### src/hdl/irq_mask_pkg.sv
// constants and carrier types for the charger event interrupt masking block
package irq_mask_pkg;

  localparam logic [7:0] ADDR_MASK_A = 8'h12;
  localparam logic [7:0] ADDR_MASK_B = 8'h13;
  localparam logic [7:0] ADDR_MASK_F = 8'h14;
  localparam logic [7:0] ADDR_FLAG_A = 8'h0f;
  localparam logic [7:0] ADDR_FLAG_B = 8'h10;
  localparam logic [7:0] ADDR_FLAG_F = 8'h11;

  // writable positions; every other bit is reserved and reads zero
  localparam logic [7:0] USED_A = 8'hf9;
  localparam logic [7:0] USED_B = 8'h96;
  localparam logic [7:0] USED_F = 8'hd8;

  localparam logic [7:0] RESET_MASK_A = 8'h00;
  localparam logic [7:0] RESET_MASK_B = 8'h00;
  localparam logic [7:0] RESET_MASK_F = 8'h00;

  // field positions (same positions in mask and flag registers)
  localparam int BIT_ADC_DONE  = 7;
  localparam int BIT_IN_CUR    = 6;
  localparam int BIT_IN_VOLT   = 5;
  localparam int BIT_THERM_REG = 4;
  localparam int BIT_WDOG      = 3;
  localparam int BIT_CHARGE    = 0;
  localparam int BIT_PGOOD     = 7;
  localparam int BIT_SOURCE    = 4;
  localparam int BIT_THERMIST  = 2;
  localparam int BIT_OPTIMIZER = 1;
  localparam int BIT_OVERVOLT  = 7;
  localparam int BIT_SHUTDOWN  = 6;
  localparam int BIT_SAFETY    = 4;
  localparam int BIT_SNS_SHORT = 3;

  localparam time IRQ_PULSE_TIME_NS = 256ns;
  localparam int  CLK_PERIOD_NS     = 8;
  localparam int  IRQ_PULSE_CYCLES  =
    (256 + CLK_PERIOD_NS - 1) / CLK_PERIOD_NS;

  typedef struct packed {
    logic       adc_done;
    logic       in_cur_reg;
    logic       in_volt_reg;
    logic       therm_reg;
    logic       host_watchdog_expired_state;
    logic [2:0] charge_state_field;
    logic       power_good;
    logic [2:0] input_source_state_field;
    logic [2:0] thermistor_state_field;
    logic       current_optimizer_state;
    logic       overvolt;
    logic       shutdown;
    logic       safety_timer;
    logic       sense_short;
  } charger_status_t;

  typedef struct packed {
    logic       wr_en;
    logic       rd_en;
    logic [7:0] addr;
    logic [7:0] wdata;
  } reg_req_t;

endpackage

### src/hdl/charger_event_irq_masking.sv
// charger event detection, sticky flags, masks and host interrupt pulse
// How it works
// - adc one-shot done pulses interrupt unless bit 7 of mask a is set
// - input current limit entry pulses interrupt unless mask a bit 6 set
// - input voltage limit entry pulses interrupt unless mask a bit 5 set
// - thermal regulation entry pulses interrupt unless mask a bit 4 set
// - watchdog expiry rising edge pulses interrupt unless mask a bit 3 set
// - charge state field change pulses interrupt unless mask a bit 0 set
// - power good toggle pulses interrupt unless mask b bit 7 set
// - input source field change pulses interrupt unless mask b bit 4 set
// - thermistor field change pulses interrupt unless mask b bit 2 set
// - optimizer rising edge pulses interrupt unless mask b bit 1 set
// - overvoltage rising edge pulses interrupt unless fault mask bit 7 set
// - thermal shutdown rising edge pulses unless fault mask bit 6 set
// - safety timer expiry edge pulses unless fault mask bit 4 set
// - sense short rising edge pulses unless fault mask bit 3 set
// - reserved mask bits read zero and ignore writes
// - masks clear on reset and register reset, not on watchdog expiry
// - event flags set on detection regardless of mask
// - safety timer expiry has its own fault flag bit
`timescale 1ns/1ps
module charger_event_irq_masking #(
  parameter int PULSE_CYCLES = irq_mask_pkg::IRQ_PULSE_CYCLES
) (
  input  wire logic                          sys_clk,
  input  wire logic                          rstn,
  input  wire logic                          clk_en,
  input  wire irq_mask_pkg::reg_req_t        req,
  input  wire logic                          reg_reset,
  input  wire irq_mask_pkg::charger_status_t status,
  output logic [7:0]                         rdata,
  output logic                               rvalid,
  output logic                               irq_pulse
);

  initial begin
    if (PULSE_CYCLES < 1 || PULSE_CYCLES > 65535)
      $error("PULSE_CYCLES out of range");
  end

  // status arrives from analog sources: three stage sync, change accepted
  // only when the second and third stages agree
  localparam int SW = $bits(irq_mask_pkg::charger_status_t);
  logic [SW-1:0] sync1;
  logic [SW-1:0] sync2;
  logic [SW-1:0] sync3;
  logic [SW-1:0] stable;
  logic [SW-1:0] prev;
  logic          primed;

  always_ff @(posedge sys_clk) begin
    if (!rstn) begin
      sync1 <= '0;
      sync2 <= '0;
      sync3 <= '0;
    end else if (clk_en) begin
      sync1 <= status;
      sync2 <= sync1;
      sync3 <= sync2;
    end
  end

  genvar g;
  generate
    for (g = 0; g < SW; g++) begin : g_filt
      always_ff @(posedge sys_clk) begin
        if (!rstn) begin
          stable[g] <= 1'b0;
        end else if (clk_en && sync2[g] == sync3[g]) begin
          stable[g] <= sync3[g];
        end
      end
    end
  endgenerate

  // history starts from the reset-cleared filter, so a nonzero status at power-up still makes events
  always_ff @(posedge sys_clk) begin
    if (!rstn) begin
      prev   <= '0;
      primed <= 1'b0;
    end else if (clk_en) begin
      prev   <= stable;
      primed <= 1'b1;
    end
  end

  irq_mask_pkg::charger_status_t cur;
  irq_mask_pkg::charger_status_t old;
  assign cur = stable;
  assign old = prev;

  function automatic logic rose(input logic n, input logic o);
    return n & ~o;
  endfunction

  logic [7:0] ev_a;
  logic [7:0] ev_b;
  logic [7:0] ev_f;

  always_comb begin
    ev_a = 8'h00;
    ev_b = 8'h00;
    ev_f = 8'h00;
    if (primed) begin
      ev_a[irq_mask_pkg::BIT_ADC_DONE] = rose(cur.adc_done, old.adc_done);
      ev_a[irq_mask_pkg::BIT_IN_CUR] =
        rose(cur.in_cur_reg, old.in_cur_reg);
      ev_a[irq_mask_pkg::BIT_IN_VOLT] =
        rose(cur.in_volt_reg, old.in_volt_reg);
      ev_a[irq_mask_pkg::BIT_THERM_REG] = rose(cur.therm_reg, old.therm_reg);
      ev_a[irq_mask_pkg::BIT_WDOG] = rose(cur.host_watchdog_expired_state,
        old.host_watchdog_expired_state);
      ev_a[irq_mask_pkg::BIT_CHARGE] =
        cur.charge_state_field != old.charge_state_field;
      ev_b[irq_mask_pkg::BIT_PGOOD] = cur.power_good != old.power_good;
      ev_b[irq_mask_pkg::BIT_SOURCE] =
        cur.input_source_state_field != old.input_source_state_field;
      ev_b[irq_mask_pkg::BIT_THERMIST] =
        cur.thermistor_state_field != old.thermistor_state_field;
      ev_b[irq_mask_pkg::BIT_OPTIMIZER] = rose(cur.current_optimizer_state,
        old.current_optimizer_state);
      ev_f[irq_mask_pkg::BIT_OVERVOLT] = rose(cur.overvolt, old.overvolt);
      ev_f[irq_mask_pkg::BIT_SHUTDOWN] = rose(cur.shutdown, old.shutdown);
      ev_f[irq_mask_pkg::BIT_SAFETY] =
        rose(cur.safety_timer, old.safety_timer);
      ev_f[irq_mask_pkg::BIT_SNS_SHORT] =
        rose(cur.sense_short, old.sense_short);
    end
  end

  logic [7:0] charger_event_mask_a;
  logic [7:0] charger_event_mask_b;
  logic [7:0] fault_event_mask;
  logic [7:0] flag_a;
  logic [7:0] flag_b;
  logic [7:0] flag_f;

  // no watchdog input here: expiry cannot touch the masks
  always_ff @(posedge sys_clk) begin
    if (!rstn || (clk_en && reg_reset)) begin
      charger_event_mask_a <= irq_mask_pkg::RESET_MASK_A;
      charger_event_mask_b <= irq_mask_pkg::RESET_MASK_B;
      fault_event_mask     <= irq_mask_pkg::RESET_MASK_F;
    end else if (clk_en && req.wr_en) begin
      case (req.addr)
        irq_mask_pkg::ADDR_MASK_A:
          charger_event_mask_a <= req.wdata & irq_mask_pkg::USED_A;
        irq_mask_pkg::ADDR_MASK_B:
          charger_event_mask_b <= req.wdata & irq_mask_pkg::USED_B;
        irq_mask_pkg::ADDR_MASK_F:
          fault_event_mask <= req.wdata & irq_mask_pkg::USED_F;
        default: ;
      endcase
    end
  end

  // flags clear on read; a new event in the read cycle still sets the flag
  logic rd_fa;
  logic rd_fb;
  logic rd_ff;
  assign rd_fa = req.rd_en && req.addr == irq_mask_pkg::ADDR_FLAG_A;
  assign rd_fb = req.rd_en && req.addr == irq_mask_pkg::ADDR_FLAG_B;
  assign rd_ff = req.rd_en && req.addr == irq_mask_pkg::ADDR_FLAG_F;

  always_ff @(posedge sys_clk) begin
    if (!rstn || (clk_en && reg_reset)) begin
      flag_a <= 8'h00;
      flag_b <= 8'h00;
      flag_f <= 8'h00;
    end else if (clk_en) begin
      flag_a <= (rd_fa ? 8'h00 : flag_a) | ev_a;
      flag_b <= (rd_fb ? 8'h00 : flag_b) | ev_b;
      flag_f <= (rd_ff ? 8'h00 : flag_f) | ev_f;
    end
  end

  always_ff @(posedge sys_clk) begin
    if (!rstn) begin
      rdata  <= 8'h00;
      rvalid <= 1'b0;
    end else if (clk_en) begin
      rvalid <= req.rd_en;
      if (req.rd_en) begin
        case (req.addr)
          irq_mask_pkg::ADDR_MASK_A: rdata <= charger_event_mask_a;
          irq_mask_pkg::ADDR_MASK_B: rdata <= charger_event_mask_b;
          irq_mask_pkg::ADDR_MASK_F: rdata <= fault_event_mask;
          irq_mask_pkg::ADDR_FLAG_A: rdata <= flag_a;
          irq_mask_pkg::ADDR_FLAG_B: rdata <= flag_b;
          irq_mask_pkg::ADDR_FLAG_F: rdata <= flag_f;
          default:                   rdata <= 8'h00;
        endcase
      end
    end
  end

  // adc bit covers one-shot completion; the source pulses only then
  logic       fire;
  logic [7:0] live_a;
  assign live_a = ev_a & ~charger_event_mask_a;
  assign fire = |live_a
              | |(ev_b & ~charger_event_mask_b)
              | |(ev_f & ~fault_event_mask);

  // a new event during a pulse restarts the width rather than stacking
  logic [15:0] pulse_cnt;
  always_ff @(posedge sys_clk) begin
    if (!rstn) begin
      pulse_cnt <= 16'h0000;
      irq_pulse <= 1'b0;
    end else if (clk_en) begin
      if (fire) begin
        pulse_cnt <= 16'(PULSE_CYCLES - 1);
        irq_pulse <= 1'b1;
      end else if (pulse_cnt != 16'h0000) begin
        pulse_cnt <= pulse_cnt - 16'h0001;
      end else begin
        irq_pulse <= 1'b0;
      end
    end
  end

endmodule

### config.mk
export PLATFORM = sky130hd
export DESIGN_NAME = charger_event_irq_masking
export DESIGN_NICKNAME = d
export VERILOG_FILES = /design/src/hdl/irq_mask_pkg.sv /design/src/hdl/charger_event_irq_masking.sv
export SDC_FILE = /design/constraint.sdc
export NUM_CORES = 1
export LEC_CHECK = 0
export BUFFER_PORTS_ARGS = -buffer_cell sky130_fd_sc_hd__buf_2
export CAP_MARGIN = 20
export CORE_MARGIN = 2
export CORE_UTILIZATION = 30
export CTS_CLUSTER_DIAMETER = 200
export CTS_CLUSTER_SIZE = 28
export DETAILED_ROUTE_END_ITERATION = 6
export GPL_ROUTABILITY_DRIVEN = 0
export PLACE_DENSITY = 0.46
export SLEW_MARGIN = 20
export SYNTH_ARGS = -nofsm -noshare
export SYNTH_HDL_FRONTEND = slang
export SYNTH_SLANG_ARGS = --single-unit
### constraint.sdc
create_clock -name sys_clk -period 4.1 [get_ports sys_clk]
set_input_delay 0.205 -clock sys_clk [delete_from_list [all_inputs] [get_ports sys_clk]]
set_output_delay 0.205 -clock sys_clk [all_outputs]
set_load 0.01 [all_outputs]
## Yosys cells after proc, flatten, opt, wreduce, memory -nomap -nowiden

Cells that the tools add are included.

| storage, ports and cells | value |
|---|---|
| output and inout bits | 10 |
| memories kept | 0 |
| bits in writable memories | 0 |
| bits in latches | 0 |
| input port bits | 42 |
| memory bits (read-only) | 0 |
| logic and storage cells | 151 |
| flip-flop bits (word level) | 165 |

| operators by class | value |
|---|---|
| reductions and logical operators | 38 |
| $mul | 0 |
| $lt $le $gt $ge | 0 |
| multiplexer cells | 15 |
| equality and inequality tests | 31 |
| divide/modulo/power cells | 0 |
| shifts and indexed selects | 0 |
| bitwise operators | 31 |
| add/subtract/negate cells | 1 |

Operators by type and width:

| kind | number |
|---|---|
| 8-bit case mux with 6 select lines | 1 |
| 8-bit by 5-bit == test with 1-bit output (second input constant) | 5 |
| 16-bit 2-to-1 mux | 2 |
| 1-bit logical AND | 25 |
| 8-bit bitwise AND | 3 |
| 8-bit 2-to-1 mux | 3 |
| 8-bit inverter | 3 |
| 8-bit bitwise OR | 3 |
| 8-bit OR reduction | 3 |
| 1-bit == test | 20 |
| 16-bit nonzero test | 1 |
| 16-bit by 1-bit subtractor with 16-bit output (second input constant) | 1 |
| 2-bit AND reduction | 6 |
| 1-bit bitwise AND | 10 |
| 1-bit inverter | 10 |
| 3-bit != test | 3 |
| 8-bit by 4-bit == test with 1-bit output (second input constant) | 1 |
| 2-bit 2-to-1 mux | 3 |
| 1-bit 2-to-1 mux | 5 |
| 5-bit 2-to-1 mux | 1 |
| 2-bit != test (second input constant) | 1 |
| 1-bit bitwise OR | 2 |
| 2-bit nonzero test | 1 |
| 1-bit logical NOT | 1 |
| 2 further kinds | 2 |

## Logic depth before layout (Yosys ltp)

| depth | value |
|---|---|
| word-level depth | 9 |
| gate-level depth with buffers | 8 |

## Least setup slack after synthesis

Ideal clock, no wire load.

| timing | value |
|---|---|
| path kind | input port to flip-flop |
| start | input port req[13] (netlist bit) |
| end | register flag_b[4] |
| slack | 2209 ps |
| data arrival time | 1768 ps |
| required time | 3976 ps |
| buffers on the path | 1 |
| library setup time | 124 ps |
| cell stages on the path | 6 |
| cell sequence | or3_1 -> or3_1 -> buf_6 -> or4_4 -> a22oi_2 -> nor2_1 |

| between the ends | value |
|---|---|
| word-level cells in the longest chain between the ends | 4 |

RTL lines:

| element | line | source |
|---|---|---|
| from (decl) | charger_event_irq_masking.sv:28 | `input wire irq_mask_pkg::reg_req_t req,` |
| 8-bit by 5-bit == test with 1-bit output | charger_event_irq_masking.sv:162 | `assign rd_fb = req.rd_en && req.addr == irq_mask_pkg::ADDR_FLAG_B;` |
| 1-bit logical AND | charger_event_irq_masking.sv:162 |  |
| 8-bit 2-to-1 mux | charger_event_irq_masking.sv:172 | `flag_b <= (rd_fb ? 8'h00 : flag_b) \| ev_b;` |
| 8-bit bitwise OR | charger_event_irq_masking.sv:172 |  |
| to (signal assigned) | charger_event_irq_masking.sv:172 |  |
| to (decl) | charger_event_irq_masking.sv:135 | `logic [7:0] flag_b;` |

No other way between the ends.
A chain may end at the register's enable or synchronous reset.

## Final worst setup path

| timing | value |
|---|---|
| start | register stable[8] (netlist: cur[8]) |
| end | register pulse_cnt[12] |

| between the ends | value |
|---|---|
| word-level cells in the longest chain between the ends | 8 |

RTL lines:

| element | line | source |
|---|---|---|
| from (decl) | charger_event_irq_masking.sv:47 | `logic [SW-1:0] stable;` |
| from (signal, indexed assignment) | charger_event_irq_masking.sv:70 | `stable[g] <= sync3[g];` |
| 3-bit != test * | charger_event_irq_masking.sv:117 | `cur.input_source_state_field != old.input_source_state_field;` |
| 1-bit 2-to-1 mux * | charger_event_irq_masking.sv:104 | `if (primed) begin` |
| 8-bit bitwise AND * | charger_event_irq_masking.sv:202 | `\| \|(ev_b & ~charger_event_mask_b)` |
| 8-bit OR reduction * | charger_event_irq_masking.sv:202 |  |
| 1-bit bitwise OR * | charger_event_irq_masking.sv:202 |  |
| 1-bit bitwise OR * | charger_event_irq_masking.sv:203 | `\| \|(ev_f & ~fault_event_mask);` |
| 2-bit nonzero test (no line) | n/a |  |
| 2-bit AND reduction (no line) | n/a |  |
| to (signal assigned) | charger_event_irq_masking.sv:213 | `pulse_cnt <= 16'(PULSE_CYCLES - 1);` |
| to (signal assigned) | charger_event_irq_masking.sv:216 | `pulse_cnt <= pulse_cnt - 16'h0001;` |
| to (decl) | charger_event_irq_masking.sv:206 | `logic [15:0] pulse_cnt;` |

Mark *: on every way between the ends. The rest lies on a longest branch, timed or not.

==> impl_table.tex <==
\begin{tabular}{lr}
\hline
Metric & Value \\
\hline
\multicolumn{2}{l}{\textbf{Run status}} \\
\quad Outcome & finished, final reports clean \\
\multicolumn{2}{l}{\textbf{Logic synthesis}} \\
\quad Combined area of all synthesized cells & 6480 um2 \\
\quad Top cells by count, synth & sky130\_fd\_sc\_hd\_\_dfxtp\_1, sky130\_fd\_sc\_hd\_\_nor2\_1, sky130\_fd\_sc\_hd\_\_mux2i\_1 \\
\quad Prevailing post-synth register cell & sky130\_fd\_sc\_hd\_\_dfxtp\_1 \\
\quad Proportion of synthesized chip area in sequential cells & 0.4789 \\
\quad Post-synth top area cell & sky130\_fd\_sc\_hd\_\_dfxtp\_1 \\
\quad Share of flip-flops with an asynchronous set or reset after synthesis & 0 \\
\quad Distinct cell type count after synthesis & 58 \\
\quad Yosys warnings & 0 \\
\quad Syn avg cell area & 9.310 um2 \\
\quad Synth Net Count & 740 \\
\quad Top post-synthesis cells by area & sky130\_fd\_sc\_hd\_\_dfxtp\_1, sky130\_fd\_sc\_hd\_\_mux2i\_1, sky130\_fd\_sc\_hd\_\_nor2\_1 \\
\quad Share of Yosys cell area claimed by the top area cell type & 0.4789 \\
\quad Most common cell in the synthesized netlist & sky130\_fd\_sc\_hd\_\_dfxtp\_1 \\
\quad Synthesized netlist cell count & 696 \\
\quad Count of state elements after synthesis & 155 \\
\quad Number of enable-type register cells in the synthesized netlist & 0 \\
\multicolumn{2}{l}{\textbf{Min path}} \\
\quad Depth of the worst hold-timing path & 3 \\
\quad Class of the tightest hold or removal check & input pin to register \\
\multicolumn{2}{l}{\textbf{Route}} \\
\quad Wire length after detailed routing & 15,000 um \\
\quad First-pass DRT Iterations & 5 \\
\quad Per-cell routed wire length & 14.52 um \\
\quad Count of vias placed by the detailed router & 5,026 \\
\quad Drt first-iter violations & 266 \\
\quad Remaining routing DRC violations & 0 \\
\quad Count of antenna-violating nets left after detailed routing & 0 \\
\quad Via count normalized by instance count & 4.865 \\
\multicolumn{2}{l}{\textbf{Floorplan}} \\
\quad Ports & 52 \\
\quad DIE WIDTH & 151.0 um \\
\quad Starting density of the core & 0.3073 \\
\quad Std cell rows & 53 \\
\quad Vertical extent of the die & 151.0 um \\
\quad Total die area & 22,790 um2 \\
\quad Core ar. & 21,090 um2 \\
\multicolumn{2}{l}{\textbf{Power and ir drop}} \\
\quad Leak pwr & 3.220 nW \\
\quad Peak VDD IR & 264.2 uV \\
\quad Power density over the cells & 496.7 nW/um2 \\
\multicolumn{2}{l}{\textbf{Clocking}} \\
\quad Clock edge transition at the registers on the reported setup and hold paths & 60 ps \\
\quad Post-CTS setup buffer count & 0 \\
\quad Maximum root-to-sink buffer count & 2 \\
\quad CTS tree & yes \\
\quad Clock latency reported for the late side of the worst-skew pair & 430 ps \\
\quad H-Tree Level Count & 4 \\
\quad Sink count of the clock tree & 155 \\
\quad Number of CTS-inserted buffers & 17 \\
\quad CTS root buffer & sky130\_fd\_sc\_hd\_\_clkbuf\_16 \\
\multicolumn{2}{l}{\textbf{STA}} \\
\quad Tmin final & 2240 ps \\
\quad Max Freq & 0.4465 GHz \\
\quad Count of endpoints failing hold in the final timing report & 0 \\
\quad Final-report max-slew violation count & 0 \\
\quad Worst hold slack after final layout & 18.99 ps \\
\quad Fin Setup TNS & 0 ps \\
\quad Clock Skew & 13.17 ps \\
\quad Portion of the clock cycle consumed by the worst path in the final layout & 0.5463 \\
\quad Transition time at the pin with the least slew margin & 1061 ps \\
\quad Setup violations, final & 0 \\
\quad Worst slew margin relative to its limit & 0.2925 \\
\quad RSZ-0062 raised after global routing & no \\
\quad Worst Setup Slack, final & 1860 ps \\
\multicolumn{2}{l}{\textbf{Final layout}} \\
\quad Layout Nets & 789 \\
\quad Diodes inserted & 0 \\
\quad Layout cell share with drive strength beyond 1 & 0.1332 \\
\quad Post-route cell area & 7699 um2 \\
\quad Area delta synth->final & 18.81\% \\
\multicolumn{2}{l}{\textbf{Placed design}} \\
\quad Count of input and output buffers & 51 \\
\quad Area after DPL & 6934 um2 \\
\quad Worst-case setup slack after placement & 1785 ps \\
\quad HPWL after detailed placement & 10,000 um \\
\multicolumn{2}{l}{\textbf{Setup path}} \\
\quad Endpoint arrival time on the critical path & 2600 ps \\
\quad Endpoint kind of the worst setup timing path & register \\
\quad Setup CP Type & register to register \\
\quad Startpoint class of the critical path & register \\
\quad Cell count of the worst reg-to-reg path & 6 \\
\quad Required time of the worst setup path & 4460 ps \\
\quad Maximum net fanout on the critical path & 9 \\
\multicolumn{2}{l}{\textbf{GRT}} \\
\quad Number of antenna violations at the first check in global routing & 0 \\
\quad First-pass GRT wire length & 24,030 um \\
\quad Via count of the first global-routing pass & 4,598 \\
\quad Largest net degree at the start of global routing & 102 \\
\quad Total gr overflow & 0 \\
\quad Overall Global Routing Usage & 0.1362 \\
\multicolumn{2}{l}{\textbf{Run}} \\
\quad Number of maximum-capacitance constraint violations & 0 \\
\hline
\end{tabular}
[worst paths after layout]
check,start,endpoint,slack [ps]
setup / recovery,cur[8],pulse_cnt[12],1860
hold / removal,status[7],sync1[7],20
setup reg to reg,cur[8],pulse_cnt[12],1860
hold reg to reg,rvalid,rvalid,460
[cell families (layout without fill, tap and decap cells)]
| group | Yosys count | after routing | synth area share |
|---|---|---|---|
| and+or+nand+nor | 247 | 247 | 0.1865 |
| DFF | 155 | 155 | 0.4789 |
| AOI/OAI and AO/OA | 132 | 132 | 0.1330 |
| muxes | 94 | 94 | 0.1491 |
| buffers and inverters | 56 | 118 | 0.03514 |
| xor gates and xnor gates | 10 | 10 | 0.01352 |
| adders and majority gates | 2 | 2 | 0.003861 |
[cells in the final DEF (no fill, tap or decap), drive strengths merged, types with 13 or more instances in the layout]
cell / n
a21o: 17
a21oi: 33
a22oi: 13
buf: 54
clkbuf: 19
dfxtp: 155
dlygate4sd3: 18
inv: 19
mux2i: 92
nand2: 39
nand3: 22
nor2: 125
o21ai: 29
[repair_timing]
item,4_1_cts,5_1_grt
endpoints found under the hold margin,18,0
hold buffers,18,0
resized for setup,0,0
[state kept, by name (all words and copies together), names as in the netlist, 6 cells and up]
register and count:
sync2 20, sync3 20, sync1 20, pulse_cnt 16, old 20, charger_event_mask_a 6
cur 20, flag_a 6, rdata 8
[layout make-up]
type | instances | area (um2)
fillers | 2145 | 13390
flip-flops and latches | 155 | 3103
multi-input cells | 485 | 3149
inverters | 14 | 53.80
clock inverters | 13 | 131.4
clock buffers | 19 | 452.9
repair buffers | 72 | 464.2
well taps | 275 | 344.1
[metal layers]
layer  part of all wire  global-route usage
met1               0.54              0.1959
met3              0.039             0.03825
met5                  0                   0
met2               0.41              0.1934
met4              0.012             0.04907
[power breakdown]
| group | switching, mW | total, mW | internal (mW) |
|---|---|---|---|
| Combinational | 0.342 | 0.600 | 0.258 |
| Sequential | 0.0893 | 1.68 | 1.59 |
| Clock | 0.665 | 1.55 | 0.881 |
[through the flow]
| stage | std cells | total power [mW] | utilization |
|---|---|---|---|
| after detailed placement | 983 | 2.293 | 0.3288 |
| after global routing | 1033 | 4.015 | 0.3651 |
| after global placement | 983 | 2.281 | 0.3288 |
| final | 1033 | 3.824 | 0.3651 |
| after CTS | 1033 | 3.868 | 0.3651 |
| after floorplan | 696 | 2.152 | - |
[worst max-delay path, stage by stage, from the launching register on]
cell                      delay (ps)
sky130_fd_sc_hd__dfxtp_1         340
sky130_fd_sc_hd__xnor2_1         250
sky130_fd_sc_hd__a31oi_1         130
sky130_fd_sc_hd__o31ai_1         410
sky130_fd_sc_hd__nand3_1         370
sky130_fd_sc_hd__or4_1           500
sky130_fd_sc_hd__a31oi_1         160
Power figures use the tool's default switching activity.
